`config.mk`:
```
export PLATFORM = sky130hd
export DESIGN_NAME = i2cs_slave
export DESIGN_NICKNAME = d
export VERILOG_FILES = /design/src/rtl/i2cs_pkg.sv /design/src/rtl/i2cs_pin_sync.sv /design/src/rtl/i2cs_slave.sv
export SDC_FILE = /design/constraint.sdc
export NUM_CORES = 1
export LEC_CHECK = 0
export ABC_AREA = 1
export ABC_CLOCK_PERIOD_IN_PS = 2000
export BUFFER_PORTS_ARGS = -buffer_cell sky130_fd_sc_hd__buf_2
export CAP_MARGIN = 10
export CORE_MARGIN = 2
export CORE_UTILIZATION = 50
export DETAILED_ROUTE_END_ITERATION = 10
export PLACE_DENSITY = 0.73
export SLEW_MARGIN = 40
export SYNTH_ARGS = -nofsm -noshare
export SYNTH_HDL_FRONTEND = slang
export SYNTH_SLANG_ARGS = --single-unit
```
`constraint.sdc`:
```
create_clock -name core_clk -period 2 [get_ports core_clk]
set_clock_uncertainty 0.15 [all_clocks]
set_input_delay 0.4 -clock core_clk [delete_from_list [all_inputs] [get_ports core_clk]]
set_output_delay 0.4 -clock core_clk [all_outputs]
set_load 0.1 [all_outputs]
```
`src/rtl/i2cs_pkg.sv`:
```
package i2cs_pkg;
	localparam int          ADDR_W       = 3;
	localparam logic [2:0]  REG_CONTROL  = 3'h0;
	localparam logic [2:0]  REG_STATUS   = 3'h1;
	localparam logic [2:0]  REG_RECEIVE  = 3'h2;
	localparam logic [2:0]  REG_TRANSMIT = 3'h3;
	localparam logic [2:0]  REG_OWN_ADDR = 3'h4;
	localparam logic [2:0]  REG_BAUD     = 3'h5;
	// control bit positions
	localparam int          CTL_ENABLE   = 15;
	localparam int          CTL_RELEASE  = 12;
	localparam int          CTL_TEN_BIT  = 10;
	localparam int          CTL_GEN_CALL = 7;
	localparam int          CTL_STRETCH  = 6;
	// status bit positions, bits below STAT_RO_W are read only
	localparam int          STAT_RX_FULL = 0;
	localparam int          STAT_TX_FULL = 1;
	localparam int          STAT_RW      = 2;
	localparam int          STAT_TEN_HIT = 3;
	localparam int          STAT_RO_W    = 6;
	localparam int          STAT_OVER    = 6;
	localparam logic [15:0] CTL_RESET    = 16'h0000;
	localparam logic [9:0]  STAT_RESET   = 10'h000;
	localparam logic [4:0]  TEN_HEADER   = 5'h1E;
	localparam logic [3:0]  BITS_BYTE    = 4'h8;
	localparam logic [3:0]  BITS_ACK     = 4'h9;
	typedef enum logic [2:0] {
		ST_IDLE = 3'b000,
		ST_HDR  = 3'b001,
		ST_LOW  = 3'b011,
		ST_RX   = 3'b010,
		ST_TX   = 3'b110
	} i2cs_state_type;
endpackage

```
`src/rtl/i2cs_pin_sync.sv`:
```
`timescale 1ns/1ps
module i2cs_pin_sync (
	input  wire logic core_clk, // system clock
	input  wire logic rst_b,    // synchronous reset, active low
	input  wire logic pin,      // asynchronous pin level
	output logic      level,    // synchronised level
	output logic      rise,     // one-cycle pulse on rising edge
	output logic      fall      // one-cycle pulse on falling edge
);
	logic meta;
	logic prev;

	// bus idles high, so reset to high to avoid a false edge
	always_ff @(posedge core_clk) begin
		if (!rst_b) begin
			meta  <= 1'b1;
			level <= 1'b1;
			prev  <= 1'b1;
		end else begin
			meta  <= pin;
			level <= meta;
			prev  <= level;
		end
	end

	assign rise = level & ~prev;
	assign fall = ~level & prev;
endmodule

```
`src/rtl/i2cs_slave.sv`:
```
`timescale 1ns/1ps
// Notes on behaviour
// - when enabled, idle until Start, then shift eight bits before comparing
// - every incoming bit sampled on rising edge of clock line
// - ten-bit select clear: own address is 7-bit, low seven bits compared
// - 7-bit: own address 6..0 against shift 7..1, shift bit 0 is direction
// - on match: acknowledge, event at ninth fall, address into receive buffer, full set
// - 10-bit header: shift 7..3 equals 11110, shift 2..1 equals own address 9..8
// - header match with write: event, clear ten-bit match; else clear and idle
// - next byte against own address 7..0: match sets ten-bit match, else idle
// - after Restart in 10-bit mode a read needs only the header byte to match
// - direction one: acknowledge, hold clock low until software loads and releases
// - transmit data changes after clock falls, stable while clock high
// - transmit: event on ninth fall of each byte, acknowledged or not
// - receive: buffer loaded only when not full, acknowledge on ninth clock
// - buffer still full: no acknowledge, no load, event still raised
// - overflow set but buffer empty: buffer loaded, not acknowledged
// - receive double buffered with event per byte; transmit double buffered (holding and shift)
// - status low six bits read only, upper bits read/write; control read/write except bit 12, which reads back the clock release
// - 9-bit baud reload, 10-bit own address, 8-bit transmit and receive
// - 0x78..0x7B headers only used in 10-bit mode; others compare directly
// - general call enable also matches all-zero address with write, in 7-bit mode only
// - stretch enable in receive holds clock low after each full byte
module i2cs_slave (
	input  wire logic                      core_clk,     // 200 MHz system clock
	input  wire logic                      rst_b,        // synchronous reset, active low
	input  wire logic [i2cs_pkg::ADDR_W-1:0] reg_addr,   // register index
	input  wire logic [15:0]               reg_wdata,    // write data
	input  wire logic                      reg_wr,       // write strobe
	input  wire logic                      reg_rd,       // read strobe
	output logic      [15:0]               reg_rdata,    // read data, cycle after strobe
	input  wire logic                      scl_i,        // clock line level
	output logic                           scl_o,        // clock line drive value
	output logic                           scl_oe,       // clock line pulled low
	input  wire logic                      sda_i,        // data line level
	output logic                           sda_o,        // data line drive value
	output logic                           sda_oe,       // data line pulled low
	output logic                           slave_event_flag // one-cycle slave event
);
	import i2cs_pkg::*;

	logic [15:0]    port_control;
	logic [9:0]     own_slave_address;
	logic [8:0]     baud_reload;
	logic [7:0]     transmit_holding;
	logic [7:0]     receive_buffer;
	logic [9:0]     status_upper;
	logic           receive_full_flag;
	logic           transmit_full_flag;
	logic           ten_bit_match_status;
	logic           clock_release;
	logic           dir_read;
	i2cs_state_type state;
	i2cs_state_type next_state;
	logic [3:0]     bit_cnt;
	logic [7:0]     serial_shift_register;
	logic [7:0]     tx_shift;
	logic           addr_byte;
	logic           master_ack;
	logic           scl_lvl, scl_rise, scl_fall;
	logic           sda_lvl, sda_rise, sda_fall;
	logic           module_enable, ten_bit_address_select;
	logic           general_call_enable, stretch_enable;
	logic           receive_overflow_flag;
	logic           start_det, stop_det, active;
	logic           byte_end, ninth_end;
	logic           next_ack, load_rcv, set_ovf, set_ten, clr_ten, to_addr, tx_load;
	logic           hw_hold, hdr10_ok;

	assign module_enable          = port_control[CTL_ENABLE];
	assign ten_bit_address_select = port_control[CTL_TEN_BIT];
	assign general_call_enable    = port_control[CTL_GEN_CALL];
	assign stretch_enable         = port_control[CTL_STRETCH];
	assign receive_overflow_flag  = status_upper[STAT_OVER-STAT_RO_W];

	i2cs_pin_sync u_scl (
		.core_clk (core_clk),
		.rst_b    (rst_b),
		.pin      (scl_i),
		.level    (scl_lvl),
		.rise     (scl_rise),
		.fall     (scl_fall)
	);

	i2cs_pin_sync u_sda (
		.core_clk (core_clk),
		.rst_b    (rst_b),
		.pin      (sda_i),
		.level    (sda_lvl),
		.rise     (sda_rise),
		.fall     (sda_fall)
	);

	assign start_det = module_enable & scl_lvl & sda_fall;
	assign stop_det  = scl_lvl & sda_rise;
	assign active    = (state != ST_IDLE);
	assign byte_end  = active & scl_fall & (bit_cnt == BITS_BYTE);
	assign ninth_end = active & scl_fall & (bit_cnt == BITS_ACK);
	assign hdr10_ok  = (serial_shift_register[7:3] == TEN_HEADER)
		&& (serial_shift_register[2:1] == own_slave_address[9:8]);

	// byte decision, evaluated when the eighth clock falls
	always_comb begin
		next_state = state;
		next_ack   = 1'b0;
		load_rcv   = 1'b0;
		set_ovf    = 1'b0;
		set_ten    = 1'b0;
		clr_ten    = 1'b0;
		to_addr    = 1'b0;
		unique case (state)
			ST_IDLE: next_state = ST_IDLE;
			ST_HDR: begin
				to_addr = 1'b1;
				if (!ten_bit_address_select) begin
					if ((serial_shift_register[7:1] == own_slave_address[6:0])
						|| (general_call_enable && serial_shift_register == 8'h00)) begin
						next_ack   = 1'b1;
						load_rcv   = 1'b1;
						next_state = serial_shift_register[0] ? ST_TX : ST_RX;
					end else begin
						next_state = ST_IDLE;
					end
				end else if (hdr10_ok && serial_shift_register[0] && ten_bit_match_status) begin
					next_ack   = 1'b1;
					load_rcv   = 1'b1;
					next_state = ST_TX;
				end else if (hdr10_ok && !serial_shift_register[0]) begin
					next_ack   = 1'b1;
					load_rcv   = 1'b1;
					clr_ten    = 1'b1;
					next_state = ST_LOW;
				end else begin
					clr_ten    = 1'b1;
					next_state = ST_IDLE;
				end
			end
			ST_LOW: begin
				to_addr = 1'b1;
				if (serial_shift_register == own_slave_address[7:0]) begin
					next_ack   = 1'b1;
					set_ten    = 1'b1;
					next_state = ST_RX;
				end else begin
					clr_ten    = 1'b1;
					next_state = ST_IDLE;
				end
			end
			ST_RX: begin
				if (receive_full_flag) begin
					set_ovf = 1'b1;
				end else begin
					load_rcv = 1'b1;
					next_ack = !receive_overflow_flag;
				end
			end
			ST_TX: next_state = ST_TX;
		endcase
	end

	// clock held after ninth fall: always on address read, else when master acked and transmit data is missing or, with stretch, receive buffer is full
	assign hw_hold = ninth_end && (
		(state == ST_TX && (addr_byte || (master_ack && !transmit_full_flag))) ||
		(state == ST_RX && stretch_enable && receive_full_flag));
	assign tx_load = (state == ST_TX) && (bit_cnt == 4'h0) && !scl_lvl && transmit_full_flag;

	// protocol engine
	always_ff @(posedge core_clk) begin
		if (!rst_b) begin
			state                 <= ST_IDLE;
			bit_cnt               <= 4'h0;
			serial_shift_register <= 8'h00;
			tx_shift              <= 8'h00;
			sda_oe                <= 1'b0;
			addr_byte             <= 1'b0;
			master_ack            <= 1'b0;
			slave_event_flag      <= 1'b0;
		end else begin
			slave_event_flag <= 1'b0;
			if (!module_enable || stop_det) begin
				state  <= ST_IDLE;
				sda_oe <= 1'b0;
			end else if (start_det) begin
				state   <= ST_HDR;
				bit_cnt <= 4'h0;
				sda_oe  <= 1'b0;
			end else begin
				if (scl_rise && active && bit_cnt != BITS_ACK) begin
					serial_shift_register <= {serial_shift_register[6:0], sda_lvl};
					bit_cnt               <= bit_cnt + 4'h1;
					if (bit_cnt == BITS_BYTE) begin
						master_ack <= !sda_lvl;
					end
				end
				if (byte_end) begin
					state     <= next_state;
					addr_byte <= to_addr;
					sda_oe    <= (state == ST_TX) ? 1'b0 : next_ack;
				end else if (ninth_end) begin
					slave_event_flag <= 1'b1;
					bit_cnt          <= 4'h0;
					sda_oe           <= 1'b0;
					if (state == ST_TX && !addr_byte && !master_ack) begin
						state <= ST_IDLE;
					end
				end else if (tx_load) begin
					tx_shift <= transmit_holding;
					sda_oe   <= !transmit_holding[7];
				end else if (state == ST_TX && scl_fall && bit_cnt != 4'h0) begin
					tx_shift <= {tx_shift[6:0], 1'b0};
					sda_oe   <= !tx_shift[6];
				end
			end
		end
	end

	assign scl_o  = 1'b0;
	assign sda_o  = 1'b0;
	assign scl_oe = module_enable && active && !clock_release;

	// software registers
	always_ff @(posedge core_clk) begin
		if (!rst_b) begin
			port_control      <= CTL_RESET;
			own_slave_address <= 10'h000;
			baud_reload       <= 9'h000;
			transmit_holding  <= 8'h00;
		end else if (reg_wr) begin
			unique case (reg_addr)
				REG_CONTROL:  port_control      <= reg_wdata;
				REG_OWN_ADDR: own_slave_address <= reg_wdata[9:0];
				REG_BAUD:     baud_reload       <= reg_wdata[8:0];
				REG_TRANSMIT: transmit_holding  <= reg_wdata[7:0];
				default: ;
			endcase
		end
	end

	// flags that both software and the engine touch; hardware sets win, except that a software release beats a hardware clock hold
	always_ff @(posedge core_clk) begin
		if (!rst_b) begin
			receive_buffer       <= 8'h00;
			receive_full_flag    <= 1'b0;
			transmit_full_flag   <= 1'b0;
			ten_bit_match_status <= 1'b0;
			status_upper         <= STAT_RESET;
			clock_release        <= 1'b1;
			dir_read             <= 1'b0;
		end else begin
			if (reg_wr && reg_addr == REG_STATUS) begin
				status_upper <= reg_wdata[15:STAT_RO_W];
			end
			if (set_ovf && byte_end) begin
				status_upper[STAT_OVER-STAT_RO_W] <= 1'b1;
			end
			if (reg_rd && reg_addr == REG_RECEIVE) begin
				receive_full_flag <= 1'b0;
			end
			if (load_rcv && byte_end) begin
				receive_buffer    <= serial_shift_register;
				receive_full_flag <= 1'b1;
				if (to_addr) begin
					dir_read <= serial_shift_register[0];
				end
			end
			// a byte written as the old one is taken must still count as pending
			if (reg_wr && reg_addr == REG_TRANSMIT) begin
				transmit_full_flag <= 1'b1;
			end else if (tx_load) begin
				transmit_full_flag <= 1'b0;
			end
			if (byte_end && set_ten) begin
				ten_bit_match_status <= 1'b1;
			end else if (byte_end && clr_ten) begin
				ten_bit_match_status <= 1'b0;
			end
			// software may only clear the release bit when stretching is enabled
			if (reg_wr && reg_addr == REG_CONTROL && reg_wdata[CTL_RELEASE]) begin
				clock_release <= 1'b1;
			end else if (hw_hold) begin
				clock_release <= 1'b0;
			end else if (reg_wr && reg_addr == REG_CONTROL && stretch_enable) begin
				clock_release <= 1'b0;
			end
		end
	end

	// read port
	always_ff @(posedge core_clk) begin
		if (!rst_b) begin
			reg_rdata <= 16'h0000;
		end else if (reg_rd) begin
			unique case (reg_addr)
				REG_CONTROL: begin
					reg_rdata              <= port_control;
					reg_rdata[CTL_RELEASE] <= clock_release;
				end
				REG_STATUS: reg_rdata <= {status_upper, 2'b00, ten_bit_match_status,
					dir_read, transmit_full_flag, receive_full_flag};
				REG_RECEIVE:  reg_rdata <= {8'h00, receive_buffer};
				REG_TRANSMIT: reg_rdata <= {8'h00, transmit_holding};
				REG_OWN_ADDR: reg_rdata <= {6'h00, own_slave_address};
				REG_BAUD:     reg_rdata <= {7'h00, baud_reload};
				default:      reg_rdata <= 16'h0000;
			endcase
		end else begin
			reg_rdata <= 16'h0000;
		end
	end
endmodule

```
# Word level (Yosys, flattened, before mapping)
# Index checks and enable logic that the tools add are counted.
[word_totals]
inputBits = 25
output_inout_bits = 21
ff_bits = 114
elab_cells = 197
[op_classes]
n_bitwise = 19
eq_ne = 18
reduce_logical = 80
muxes = 51
n_addsub = 1
[ops]
columns = ["op", "n"]
rows = [
  ["case mux 16 bit (6 select lines)", 1],
  ["logical AND 1 bit", 31],
  ["2-to-1 mux 1 bit", 31],
  ["2-to-1 mux 3 bit", 7],
  ["2-to-1 mux 4 bit", 4],
  ["nonzero test 2 bit", 8],
  ["2-to-1 mux 7 bit", 2],
  ["== test 3 x 2 -> 1 bit, second input constant", 4],
  ["case mux 3 bit (4 select lines)", 1],
  ["AND reduction 2 bit", 6],
  ["AND reduction 3 bit", 4],
  ["zero test 1 bit", 11],
  ["AND 1 bit", 10],
  ["== test 3 bit, second input constant", 3],
  ["NOT 1 bit", 9],
  ["nonzero test 3 bit", 3],
  ["== test 4 bit, second input constant", 2],
  ["== test 8 bit", 1],
  ["zero test 8 bit", 1],
  ["nonzero test 4 bit", 2],
  ["== test 7 bit", 1],
  ["== test 3 x 1 -> 1 bit, second input constant", 2],
  ["zero test 3 bit", 2],
  ["!= test 6 x 2 -> 1 bit, second input constant", 1],
  ["other kinds (15)", 22],
]

# Longest topological paths before layout
# Gate-level depths: netlist (run 1).
[depth]
ltp_word = 10
mapped_depth = 12
mapped_depth_nobuf = 12

# Cells and area by module
# A second synthesis (run 1) with hierarchy kept.
[unflattened]
cells_unflattened = 692
hier_area_um2 = 5036.1
[by_module_without_submodules]
columns = ["module", "area_per_inst_um2", "cells_each", "seq_area_each_um2", "n_inst"]
rows = [
  ["i2cs_slave", 4848.4, 668, 2142.1, 1],
  ["i2cs_pin_sync", 93.8, 12, 60.1, 2],
]

# Worst setup path before layout (run 1)
# Ideal clock, no wire load.
[synth_timing]
path_kind = "register to output"
start = "reg state[2]"
end = "out scl_oe"
required_ns = 1.450
arrival_ns = 2.615
stages_incl_launch_ff = 5
slack_ns = -1.165
path_buffers = 0
path_cell_list = "dfxtp_1 -> inv_2 -> nand2_2 -> inv_1 -> nor3_1"
[synth_between]
elab_chain_cells = 3
[synth_lines]
columns = ["element", "line", "source"]
rows = [
  ["from (decl)", "i2cs_slave.sv:53", "i2cs_state_type state;"],
  ["from (signal assigned)", "i2cs_slave.sv:196", "state <= next_state;"],
  ["nonzero test 3 bit", "i2cs_slave.sv:96", "assign active = (state != ST_IDLE);"],
  ["logical AND 1 bit (2 in series)", "i2cs_slave.sv:219", "assign scl_oe = module_enable && active && !clock_release;"],
  ["to (decl)", "i2cs_slave.sv:34", "output logic scl_oe,"],
]
# No other way between the ends.

# Final worst setup path (run 1)
[layout_timing]
start = "reg state[0]"
end = "out scl_oe"
# Same word-level chain as after synthesis.

==> results.sh, run 1 <==
export IMPL_layout_worst_path_cycle_share_pct=97.77
export IMPL_antenna_violating_nets_left=0
export IMPL_fp_coreArea_sq_um=9774
export IMPL_cts_tree="built"
export IMPL_status="complete, no violations"
export IMPL_detailedPlacementHpwl_mm=9.907
export IMPL_async_reset_ff_share_pct=0
export IMPL_critPathMaxStageDelay_ns=0.36
export IMPL_fraction_of_layout_cells_with_a_size_suffix_above_1_pct=19.95
export IMPL_synth_seq_area_share_pct=45.06
export IMPL_postRouteWirelength_mm=14.16
export IMPL_cts_path_max_buffers=2
export IMPL_p_sw_mw=1.283
export IMPL_fp_row_count=36
export IMPL_number_of_nets_in_the_layout=792
export IMPL_multi_input_area_sq_um=2332
export IMPL_critPathLaunchType="register"
export IMPL_worst_endpoint_arrival_ns=1.41
export IMPL_synth_top_cell_area_share_pct=45.06
export IMPL_post_synth_num_cell_types=43
export IMPL_fmaxAchievable_mhz=511.4
export IMPL_grt_first_pass_wirelength_mm=23.32
export IMPL_sw_frac_of_total_pct=21.67
export IMPL_synth_area_leaders="dfxtp_1, nand2_1, nor2_1"
export IMPL_min_period_ns=1.955
export IMPL_clock_buffers_created_by_tritoncts=17
export IMPL_hold_path_class="in -> reg"
export IMPL_post_route_drc_count=0
export IMPL_pwr_share_clk_pct=55.4
export IMPL_synth_area_sq_um=5020
export IMPL_track_usage_pct=27.00
export IMPL_die_area_sq_um=10860
export IMPL_worst_setup_path_type="reg -> out"
export IMPL_clockRootBuffer="clkbuf_8"
export IMPL_p_seq_share_pct=39.1
export IMPL_crit_required_ns=1.45
export IMPL_clkLatencyLatePin_ns=0.52
export IMPL_yosys_register_bits=113
export IMPL_firstDrtPassIters=7
export IMPL_io_buffer_count=43
export IMPL_htreeDepth=4
export IMPL_p_int_mw=4.638
export IMPL_globalRoute_totalOverflow=0
export IMPL_power_static_leakage_nw=2.614
export IMPL_grt_start_max_net_pins=27
export IMPL_drt_initial_violations=364
export IMPL_worstMarginPinSlew_ns=0.6133
export IMPL_synth_common_cells="dfxtp_1, nand2_1, nor2_1"
export IMPL_netlist_instances=692
export IMPL_post_drt_via_cell_ratio=5.409
export IMPL_antenna_cell_count=0
export IMPL_crit_chain="nor2_4 -> nand2_2 -> inv_2 -> nor3_4 -> buf_12"
export IMPL_die_h_um=104.2
export IMPL_regArea_sq_um=2283
export IMPL_timing_max_cap_violations=0
export IMPL_placedInstanceArea_sq_um=5445
export IMPL_end_kind="output pin"
export IMPL_grt_setup_unrepaired="yes"
export IMPL_ir_drop_mv=0.7086
export IMPL_final_cell_area_sq_um=6306
export IMPL_drv_slew=0
export IMPL_post_synth_top_count_cell="dfxtp_1"
export IMPL_crit_path_max_fanout=2
export IMPL_effective_utilization_at_floorplan_pct=51.36
export IMPL_pwr_density_cell_nw_per_um2=939.0
export IMPL_report_final_hold_viol_count=0
export IMPL_p_total_mw=5.921
export IMPL_ys_flop_type="dfxtp_1"
export IMPL_gp_congestion=0.9611
export IMPL_cell_type_with_the_largest_total_area_after_synthesis="dfxtp_1"
export IMPL_critPathSlowestCell="dfxtp_4"
export IMPL_synth_area_per_cell_sq_um=7.254
export IMPL_final_setup_viol_count=0
export IMPL_area_added_between_synthesis_and_finish_pct=25.62
export IMPL_worst_slew_slack_as_a_fraction_of_its_limit_pct=59.01
export IMPL_chipWidth_um=104.2
export IMPL_vias_in_the_first_global_route=4636
export IMPL_worst_setup_hold_path_clk_slew_ns=0.06
export IMPL_synth_warning_count=0
export IMPL_synth_edf_count=0
export IMPL_clock_sinks=113
export IMPL_comb_power_share_pct=5.4
export IMPL_design_portCount=46
export IMPL_num_fill_cells=847
export IMPL_detailroute_via_count=4922
export IMPL_routed_wire_length_per_instance_um=15.56
export IMPL_antenna_found_initial=0
[final cells by class]
type / instances / share of cell area (%)
clock buffer: 23 / 7.401
sequential: 113 / 36.21
tap: 133 / 2.639
timing repair buffer: 81 / 8.829
inverter: 84 / 5.119
multi-input combinational: 467 / 36.98
clock inverter: 9 / 2.817
[worst paths after layout]
check / start / cells past startpoint / slack, ns / to
worst min register to register: u_scl.meta$_SDFF_PN1_ / 1 / 0.26 / u_scl.level$_SDFF_PN1_
worst max register to register: own_slave_address[2]$_SDFFE_PN0P_ / 11 / 0.08 / receive_buffer[2]$_SDFFE_PN0P_
worst min-delay path: reg_wdata[8] / 3 / 0.02 / port_control[8]$_SDFFE_PN0P_
worst max-delay path: state[0]$_SDFFE_PP0P_ / 5 / 0.04 / scl_oe
[metrics by stage]
| step | TNS (ns) | cells | setup WS (ns) | hold slack (ns) | util, % |
|---|---|---|---|---|---|
| 2_1_floorplan | 0 | 693 | 0.09791 | 0.2425 | - |
| 3_3_place_gp | -0.2154 | 859 | -0.1766 | 0.2454 | 55.71 |
| 3_5_place_dp | -0.2101 | 859 | -0.1624 | 0.2477 | 55.71 |
| 4_1_cts | -0.02996 | 906 | -0.02996 | 0.0001374 | 63.90 |
| 5_1_grt | -0.05297 | 910 | -0.03532 | 0.03053 | 64.52 |
| 6_report | 0 | 910 | 0.04452 | 0.01586 | 64.52 |
[power groups by stage]
stage          logic (mW)  clock network (mW)  registers (mW)
2_1_floorplan       0.180                   0            2.38
3_3_place_gp        0.293                   0            2.37
3_5_place_dp        0.297                   0            2.37
4_1_cts             0.315                3.30            2.32
5_1_grt             0.349                3.40            2.32
6_report            0.321                3.28            2.32
[worst max-delay path: cells and delay by family, from the launching register on]
family                 cells  cell delay [ns]
flip-flops                 1             0.36
buffers and inverters      2             0.25
AND/OR/NAND/NOR            3             0.27
[layer usage]
metal | vias to the layer above | part of all wire, % | global-route usage (%)
li1 | 2420 | - | -
met1 | 2258 | 43 | 35.07
met2 | 218 | 47 | 44.55
met3 | 26 | 7.4 | 5.451
met4 | 0 | 2.0 | 9.749
met5 | - | 0 | 0
[flip-flops by register name (all words and copies together), names as in the netlist, 3 cells and up]
name / count
bit_cnt: 4
state: 3
baud_reload: 9
reg_rdata: 16
tx_shift: 7
receive_buffer: 8
transmit_holding: 8
own_slave_address: 10
status_upper: 10
serial_shift_register: 8
port_control: 15
[cell families (layout without fill, tap and decap cells)]
logic type / after synthesis / count (layout) / share of synthesized area [%]
other: 1 / 2 / 0.07470
DFF: 113 / 113 / 45.06
adders and majority gates: 3 / 3 / 0.7478
xor gates and xnor gates: 4 / 4 / 0.6980
AOI/OAI and AO/OA: 182 / 182 / 20.11
and+or+nand+nor: 276 / 276 / 24.08
buffers and inverters: 113 / 197 / 9.222
[repair_timing]
| action | CTS | global route |
|---|---|---|
| buffers inserted | 5 | 4 |
| resized for setup | 10 | 15 |
| endpoints found under the setup margin | 1 | 15 |
| pin swaps | 3 | 2 |
| hold buffers | 10 | 0 |
| hold endpoints to repair | 15 | 0 |
[cells in the final DEF, fill, tap and decap left out, drive strengths merged, types with 5 or more instances in the layout]
| cell | n |
|---|---|
| a21oi | 65 |
| nor2 | 111 |
| o22ai | 10 |
| bufinv | 5 |
| nand2 | 111 |
| clkbuf | 23 |
| inv | 82 |
| a31oi | 6 |
| or2 | 5 |
| buf | 71 |
| o21ai | 84 |
| dlygate4sd3 | 10 |
| nand3 | 30 |
| nor3 | 5 |
| nand4 | 14 |
| dfxtp | 113 |
(Power assumes the default switching activity.)
==> run 2: changes to the inputs <==
--- a/config.mk
+++ b/config.mk
@@ -16,4 +16,5 @@
 export SLEW_MARGIN = 40
 export SYNTH_ARGS = -nofsm -noshare
 export SYNTH_HDL_FRONTEND = slang
+export SYNTH_HIERARCHICAL = 1
 export SYNTH_SLANG_ARGS = --single-unit
==> results.sh, run 2 <==
export IMPL_status="complete, no violations"
export IMPL_firstDrtPassIters=5
export IMPL_clkLatencyLatePin_ns=0.53
export IMPL_final_setup_viol_count=0
export IMPL_grt_start_max_net_pins=37
export IMPL_synth_seq_area_share_pct=44.92
export IMPL_fp_row_count=36
export IMPL_design_portCount=46
export IMPL_report_final_hold_viol_count=0
export IMPL_min_delay_start="reg_rd"
export IMPL_critPathLaunchType="register"
export IMPL_clock_buffers_created_by_tritoncts=17
export IMPL_vias_in_the_first_global_route=4754
export IMPL_area_added_between_synthesis_and_finish_pct=22.19
export IMPL_comb_power_share_pct=5.7
export IMPL_final_cell_mix="nand2_1, dfxtp_1, nor2_1"
export IMPL_utilization_pct=62.95
export IMPL_worst_setup_path_type="reg -> out"
export IMPL_effective_utilization_at_floorplan_pct=51.52
export IMPL_globalRoute_totalOverflow=0
export IMPL_grt_use_met3_pct=5.514
export IMPL_p_seq_share_pct=41.4
export IMPL_p_int_mw=4.337
export IMPL_netlist_instances=692
export IMPL_rr_startpoint="bit_cnt[0]$_SDFFE_PN0N_"
export IMPL_r2r_path_end="state[0]$_SDFFE_PP0P_"
export IMPL_pwr_share_clk_pct=53.0
export IMPL_p_sw_mw=1.284
export IMPL_htreeDepth=4
export IMPL_rr_worst_depth=8
export IMPL_die_h_um=104.4
export IMPL_fp_coreArea_sq_um=9774
export IMPL_synth_area_sq_um=5036
export IMPL_clockRootBuffer="clkbuf_8"
export IMPL_fraction_of_layout_cells_with_a_size_suffix_above_1_pct=18.67
export IMPL_grt_setup_unrepaired="no"
export IMPL_number_of_nets_in_the_layout=782
export IMPL_ir_drop_mv=0.6759
export IMPL_pwr_density_cell_nw_per_um2=913.3
export IMPL_post_route_drc_count=0
export IMPL_synth_area_leaders="dfxtp_1, nand2_1, nor2_1"
export IMPL_clock_sinks=113
export IMPL_worst_min_delay_path_endpoint="reg_rdata[9]$_SDFF_PN0_"
export IMPL_end_kind="output pin"
export IMPL_detailedPlacementHpwl_mm=9.742
export IMPL_power_static_leakage_nw=2.543
export IMPL_post_drt_via_cell_ratio=5.473
export IMPL_cts_tree="built"
export IMPL_rrSetupSlack_ns=0.13
export IMPL_sw_frac_of_total_pct=22.84
export IMPL_layout_worst_path_cycle_share_pct=95.95
export IMPL_min_period_ns=1.919
export IMPL_top_regs="reg_rdata: 16 flops, port_control: 15 flops"
export IMPL_postRouteWirelength_mm=14.12
export IMPL_worst_slew_slack_as_a_fraction_of_its_limit_pct=64.89
export IMPL_grt_use_met1_pct=33.39
export IMPL_synth_top_cell_area_share_pct=44.92
export IMPL_antenna_found_initial=0
export IMPL_fmaxAchievable_mhz=521.1
export IMPL_io_buffer_count=43
export IMPL_grt_first_pass_wirelength_mm=23.15
export IMPL_hold_path_class="in -> reg"
export IMPL_post_route_setup_tns_ns=0
export IMPL_drt_initial_violations=408
export IMPL_globalRouteMet2Util_pct=43.74
export IMPL_chipWidth_um=104.4
export IMPL_setup_slack_ns=0.08109
export IMPL_globalRoute_busiestLayer="met2"
export IMPL_track_usage_pct=26.85
export IMPL_gp_congestion=0.9959
export IMPL_synth_common_cells="dfxtp_1, nand2_1, nor2_1"
export IMPL_synth_edf_count=0
export IMPL_max_flop_register="reg_rdata"
export IMPL_timing_max_cap_violations=0
export IMPL_worst_endpoint_arrival_ns=1.37
export IMPL_min_delay_path_depth=3
export IMPL_drv_slew=0
export IMPL_routed_wire_length_per_instance_um=15.70
export IMPL_synth_warning_count=6
export IMPL_die_area_sq_um=10890
export IMPL_ys_flop_type="dfxtp_1"
export IMPL_layout_cells_most_common="nand2_1"
export IMPL_antenna_cell_count=0
export IMPL_cell_type_with_the_largest_total_area_after_synthesis="dfxtp_1"
export IMPL_hold_ws_ns=0.01599
export IMPL_worstMarginPinSlew_ns=0.5254
export IMPL_post_synth_num_cell_types=43
export IMPL_detailroute_via_count=4920
export IMPL_async_reset_ff_share_pct=0
export IMPL_synth_area_per_cell_sq_um=7.278
export IMPL_worst_setup_hold_path_clk_slew_ns=0.06
export IMPL_dp_slack_ns=0.1321
export IMPL_yosys_register_bits=113
export IMPL_crit_path_max_fanout=3
export IMPL_antenna_violating_nets_left=0
export IMPL_cts_path_max_buffers=2
export IMPL_largest_register_ffs=16
export IMPL_crit_required_ns=1.45
-- run 2: cell count changes in the layout (fill, tap and decap cells not counted), sizes merged, moves of 6 or more --
cell / before / now
o22ai: 10 / 16
nand3: 30 / 37
buf: 71 / 60
nand4: 14 / 5
nand2: 111 / 118
-- run 2: power by group through the flow --
| stage | Sequential [mW] | Clock [mW] | Combinational, mW |
|---|---|---|---|
| floorplan | 2.38 | 0 | 0.178 |
| global placement | 2.37 | 0 | 0.293 |
| detailed placement | 2.37 | 0 | 0.299 |
| CTS | 2.32 | 2.99 | 0.315 |
| global route | 2.33 | 3.09 | 0.348 |
| finish | 2.32 | 2.98 | 0.320 |
-- run 2: timing repair --
| action | in CTS | in global routing |
|---|---|---|
| buffers inserted | 2 | 1 |
| endpoints found under the hold margin | 12 | 0 |
| gates resized for setup | 5 | 12 |
| gates cloned | 0 | 0 |
| pin swaps | 0 | 2 |
| hold buffers | 7 | 0 |
| endpoints found under the setup margin | 1 | 19 |
-- run 2: cells by family (layout without fill, tap and decap cells) --
group | after synthesis | count (layout) | share of synthesized area, %
fa+ha+maj | 3 | 3 | 0.7454
buf+inv | 117 | 190 | 9.615
simple gates | 272 | 272 | 23.88
xor+xnor | 5 | 5 | 0.8695
flops | 113 | 113 | 44.92
other cells | 1 | 2 | 0.07446
compound gates | 181 | 181 | 19.90
-- run 2: final cells by class --
class | count | area, sq um
clock buffers | 21 | 449.2
clock inverters | 10 | 135.1
fillers | 860 | 3621
inverters | 92 | 360.3
multi-input cells | 463 | 2325
flip-flops and latches | 113 | 2277
well taps | 133 | 166.4
repair buffers | 67 | 440.4
-- run 2: worst max path at each step --
stage	startpoint	end	slack (ns)	cells past startpoint
global placement	bit_cnt[0]$_SDFFE_PN0N_	tx_shift[1]$_SDFFE_PN0P_	0.18	10
global route	own_slave_address[2]$_SDFFE_PN0P_	receive_buffer[4]$_SDFFE_PN0P_	0.008	12
finish	state[0]$_SDFFE_PP0P_	scl_oe	0.08	5
detailed placement	bit_cnt[0]$_SDFFE_PN0N_	state[0]$_SDFFE_PP0P_	0.13	10
floorplan	state[1]$_SDFFE_PP0P_	scl_oe	0.29	5
CTS	state[0]$_SDFFE_PP0P_	scl_oe	0.02	5
-- run 2: routing by layer --
metal / up-vias / wire length, um
met5: - / 0
met4: 0 / 600
met3: 51 / 908
met2: 185 / 6571
met1: 2285 / 6037
li1: 2399 / -
-- run 2: metrics by stage --
step / cells / power [mW] / cell area [sq um]
floorplan: 693 / 2.559 / 5047
finish: 899 / 5.620 / 6153
global placement: 858 / 2.664 / 5433
global route: 899 / 5.764 / 6153
CTS: 898 / 5.624 / 6111
detailed placement: 858 / 2.671 / 5433
-- run 2: worst max-delay path, cell delays in order, from the launching register on --
cell,delay (ns)
dfxtp_2,0.35
nor2_2,0.06
nand2_2,0.07
nand2_1,0.08
nor2_4,0.12
buf_12,0.18
==> run 3: changes to the inputs <==
--- a/config.mk
+++ b/config.mk
@@ -11,6 +11,7 @@
 export CAP_MARGIN = 10
 export CORE_MARGIN = 2
 export CORE_UTILIZATION = 50
+export CTS_BUF_LIST = sky130_fd_sc_hd__clkbuf_2 sky130_fd_sc_hd__clkbuf_4 sky130_fd_sc_hd__clkbuf_8
 export DETAILED_ROUTE_END_ITERATION = 10
 export PLACE_DENSITY = 0.73
 export SLEW_MARGIN = 40
==> results.sh, run 3 (same netlist as run 2, synthesis figures left out) <==
export IMPL_power_static_leakage_nw=2.432
export IMPL_clkLatencyLatePin_ns=0.43
export IMPL_min_period_ns=1.943
export IMPL_htreeDepth=4
export IMPL_grt_setup_unrepaired="yes"
export IMPL_pwr_density_cell_nw_per_um2=824.6
export IMPL_worst_slew_slack_as_a_fraction_of_its_limit_pct=63.75
export IMPL_die_h_um=104.4
export IMPL_layout_worst_path_cycle_share_pct=97.14
export IMPL_chipWidth_um=104.4
export IMPL_clock_sinks=113
export IMPL_worst_setup_hold_path_clk_slew_ns=0.07
export IMPL_num_fill_cells=905
export IMPL_die_area_sq_um=10890
export IMPL_drt_initial_violations=352
export IMPL_firstDrtPassIters=5
export IMPL_crit_path_max_fanout=6
export IMPL_worst_path_buf_inv=2
export IMPL_antenna_violating_nets_left=0
export IMPL_fp_row_count=36
export IMPL_final_cell_mix="nand2_1, dfxtp_1, nor2_1"
export IMPL_number_of_nets_in_the_layout=775
export IMPL_antenna_found_initial=0
export IMPL_grt_first_pass_wirelength_mm=22.43
export IMPL_final_cell_area_sq_um=5904
export IMPL_post_route_drc_count=0
export IMPL_clockRootBuffer="clkbuf_8"
export IMPL_p_total_mw=4.869
export IMPL_detailedPlacementHpwl_mm=9.742
export IMPL_detailroute_via_count=4846
export IMPL_critPathSlowestCell="dfxtp_4"
export IMPL_drv_slew=0
export IMPL_cts_tree="built"
export IMPL_top_regs="reg_rdata: 16 flops, port_control: 15 flops"
export IMPL_antenna_cell_count=0
export IMPL_largest_register_ffs=16
export IMPL_report_final_hold_viol_count=0
export IMPL_worst_setup_path_type="reg -> out"
export IMPL_globalRoute_totalOverflow=0
export IMPL_routed_wire_length_per_instance_um=15.30
export IMPL_crit_chain="inv_2 -> nand2_2 -> nand2_1 -> nor2_4 -> buf_12"
export IMPL_worstMarginPinSlew_ns=0.5425
export IMPL_grt_start_max_net_pins=37
export IMPL_max_flop_register="reg_rdata"
export IMPL_hold_path_class="in -> reg"
export IMPL_status="complete, no violations"
export IMPL_fraction_of_layout_cells_with_a_size_suffix_above_1_pct=18.84
export IMPL_worst_endpoint_arrival_ns=1.39
export IMPL_post_drt_via_cell_ratio=5.433
export IMPL_critPathLaunchType="register"
export IMPL_fmaxAchievable_mhz=514.7
export IMPL_ir_drop_mv=0.7447
export IMPL_design_portCount=46
export IMPL_crit_required_ns=1.45
export IMPL_regArea_sq_um=2277
export IMPL_end_kind="output pin"
export IMPL_rr_startpoint="bit_cnt[0]$_SDFFE_PN0N_"
export IMPL_critPathMaxStageDelay_ns=0.39
export IMPL_effective_utilization_at_floorplan_pct=51.52
export IMPL_gp_congestion=0.9959
export IMPL_timing_max_cap_violations=0
export IMPL_vias_in_the_first_global_route=4670
export IMPL_cts_path_max_buffers=2
export IMPL_layout_cells_most_common="nand2_1"
export IMPL_multi_input_area_sq_um=2313
export IMPL_fp_coreArea_sq_um=9774
export IMPL_worstSetupStartpoint="state[2]$_SDFFE_PP0P_"
export IMPL_track_usage_pct=25.84
export IMPL_area_added_between_synthesis_and_finish_pct=17.24
export IMPL_final_setup_viol_count=0
export IMPL_placedInstanceArea_sq_um=5433
export IMPL_min_delay_start="reg_wdata[14]"
export IMPL_cp_top_family="flip-flops"
export IMPL_postRouteWirelength_mm=13.65
export IMPL_io_buffer_count=43
export IMPL_clock_buffers_created_by_tritoncts=17
run 3: per-stage QoR:
step / worst slack (ns) / instances / setup TNS (ns) / hold slack [ns] / utilization [%]
floorplan: 0.2854 / 693 / 0 / 0.2295 / -
global placement: 0.1849 / 858 / 0 / 0.2404 / 55.58
detailed placement: 0.1321 / 858 / 0 / 0.2469 / 55.58
CTS: 0.03744 / 891 / 0 / 0.05671 / 60.05
global route: -0.01142 / 892 / -0.01379 / 0.05925 / 60.41
finish: 0.05720 / 892 / 0 / 0.06161 / 60.41
run 3: final timing paths:
check | end | slack [ns] | cells after the start
hold / removal | port_control[14]$_SDFFE_PN0P_ | 0.06 | 3
setup / recovery | scl_oe | 0.06 | 5
setup reg to reg | tx_shift[3]$_SDFFE_PN0P_ | 0.13 | 10
hold reg to reg | u_sda/level$_SDFF_PN1_ | 0.26 | 2
run 3: timing repair:
item | CTS | global route
pin swaps | 0 | 1
resized for setup | 3 | 12
endpoints found under the hold margin | 2 | 0
hold buffers | 2 | 0
setup endpoints to repair | 1 | 16
setup buffers | 0 | 1
run 3: power by group:
part / internal (mW) / total [mW] / leakage, nW / switching (mW)
Clock: 1.31 / 2.24 / 0.201 / 0.928
Combinational: 0.0888 / 0.310 / 1.31 / 0.221
Sequential: 2.29 / 2.32 / 0.920 / 0.0276
Total: 3.69 / 4.87 / 2.43 / 1.18
run 3: tightest hold or removal path: stages:
cell,delay [ns]
buf_2,0.09
nor2_1,0.04
nor2_1,0.08
run 3: per-layer routing:
layer  vias to the layer above  GRT usage, %  routed length (um)
met5                         -             0                   0
met4                         0         9.266                 414
met3                        40         6.642                1062
met2                       220         42.81                6324
met1                      2206         32.48                5847
li1                       2380             -                   -
run 3: area by class of cell:
| type | count | share of cell area [%] |
|---|---|---|
| multi-input cells | 463 | 39.18 |
| flip-flops and latches | 113 | 38.57 |
| repair buffers | 60 | 6.357 |
| inverters | 92 | 6.103 |
| clock buffers | 21 | 4.683 |
| well taps | 133 | 2.818 |
| clock inverters | 10 | 2.289 |
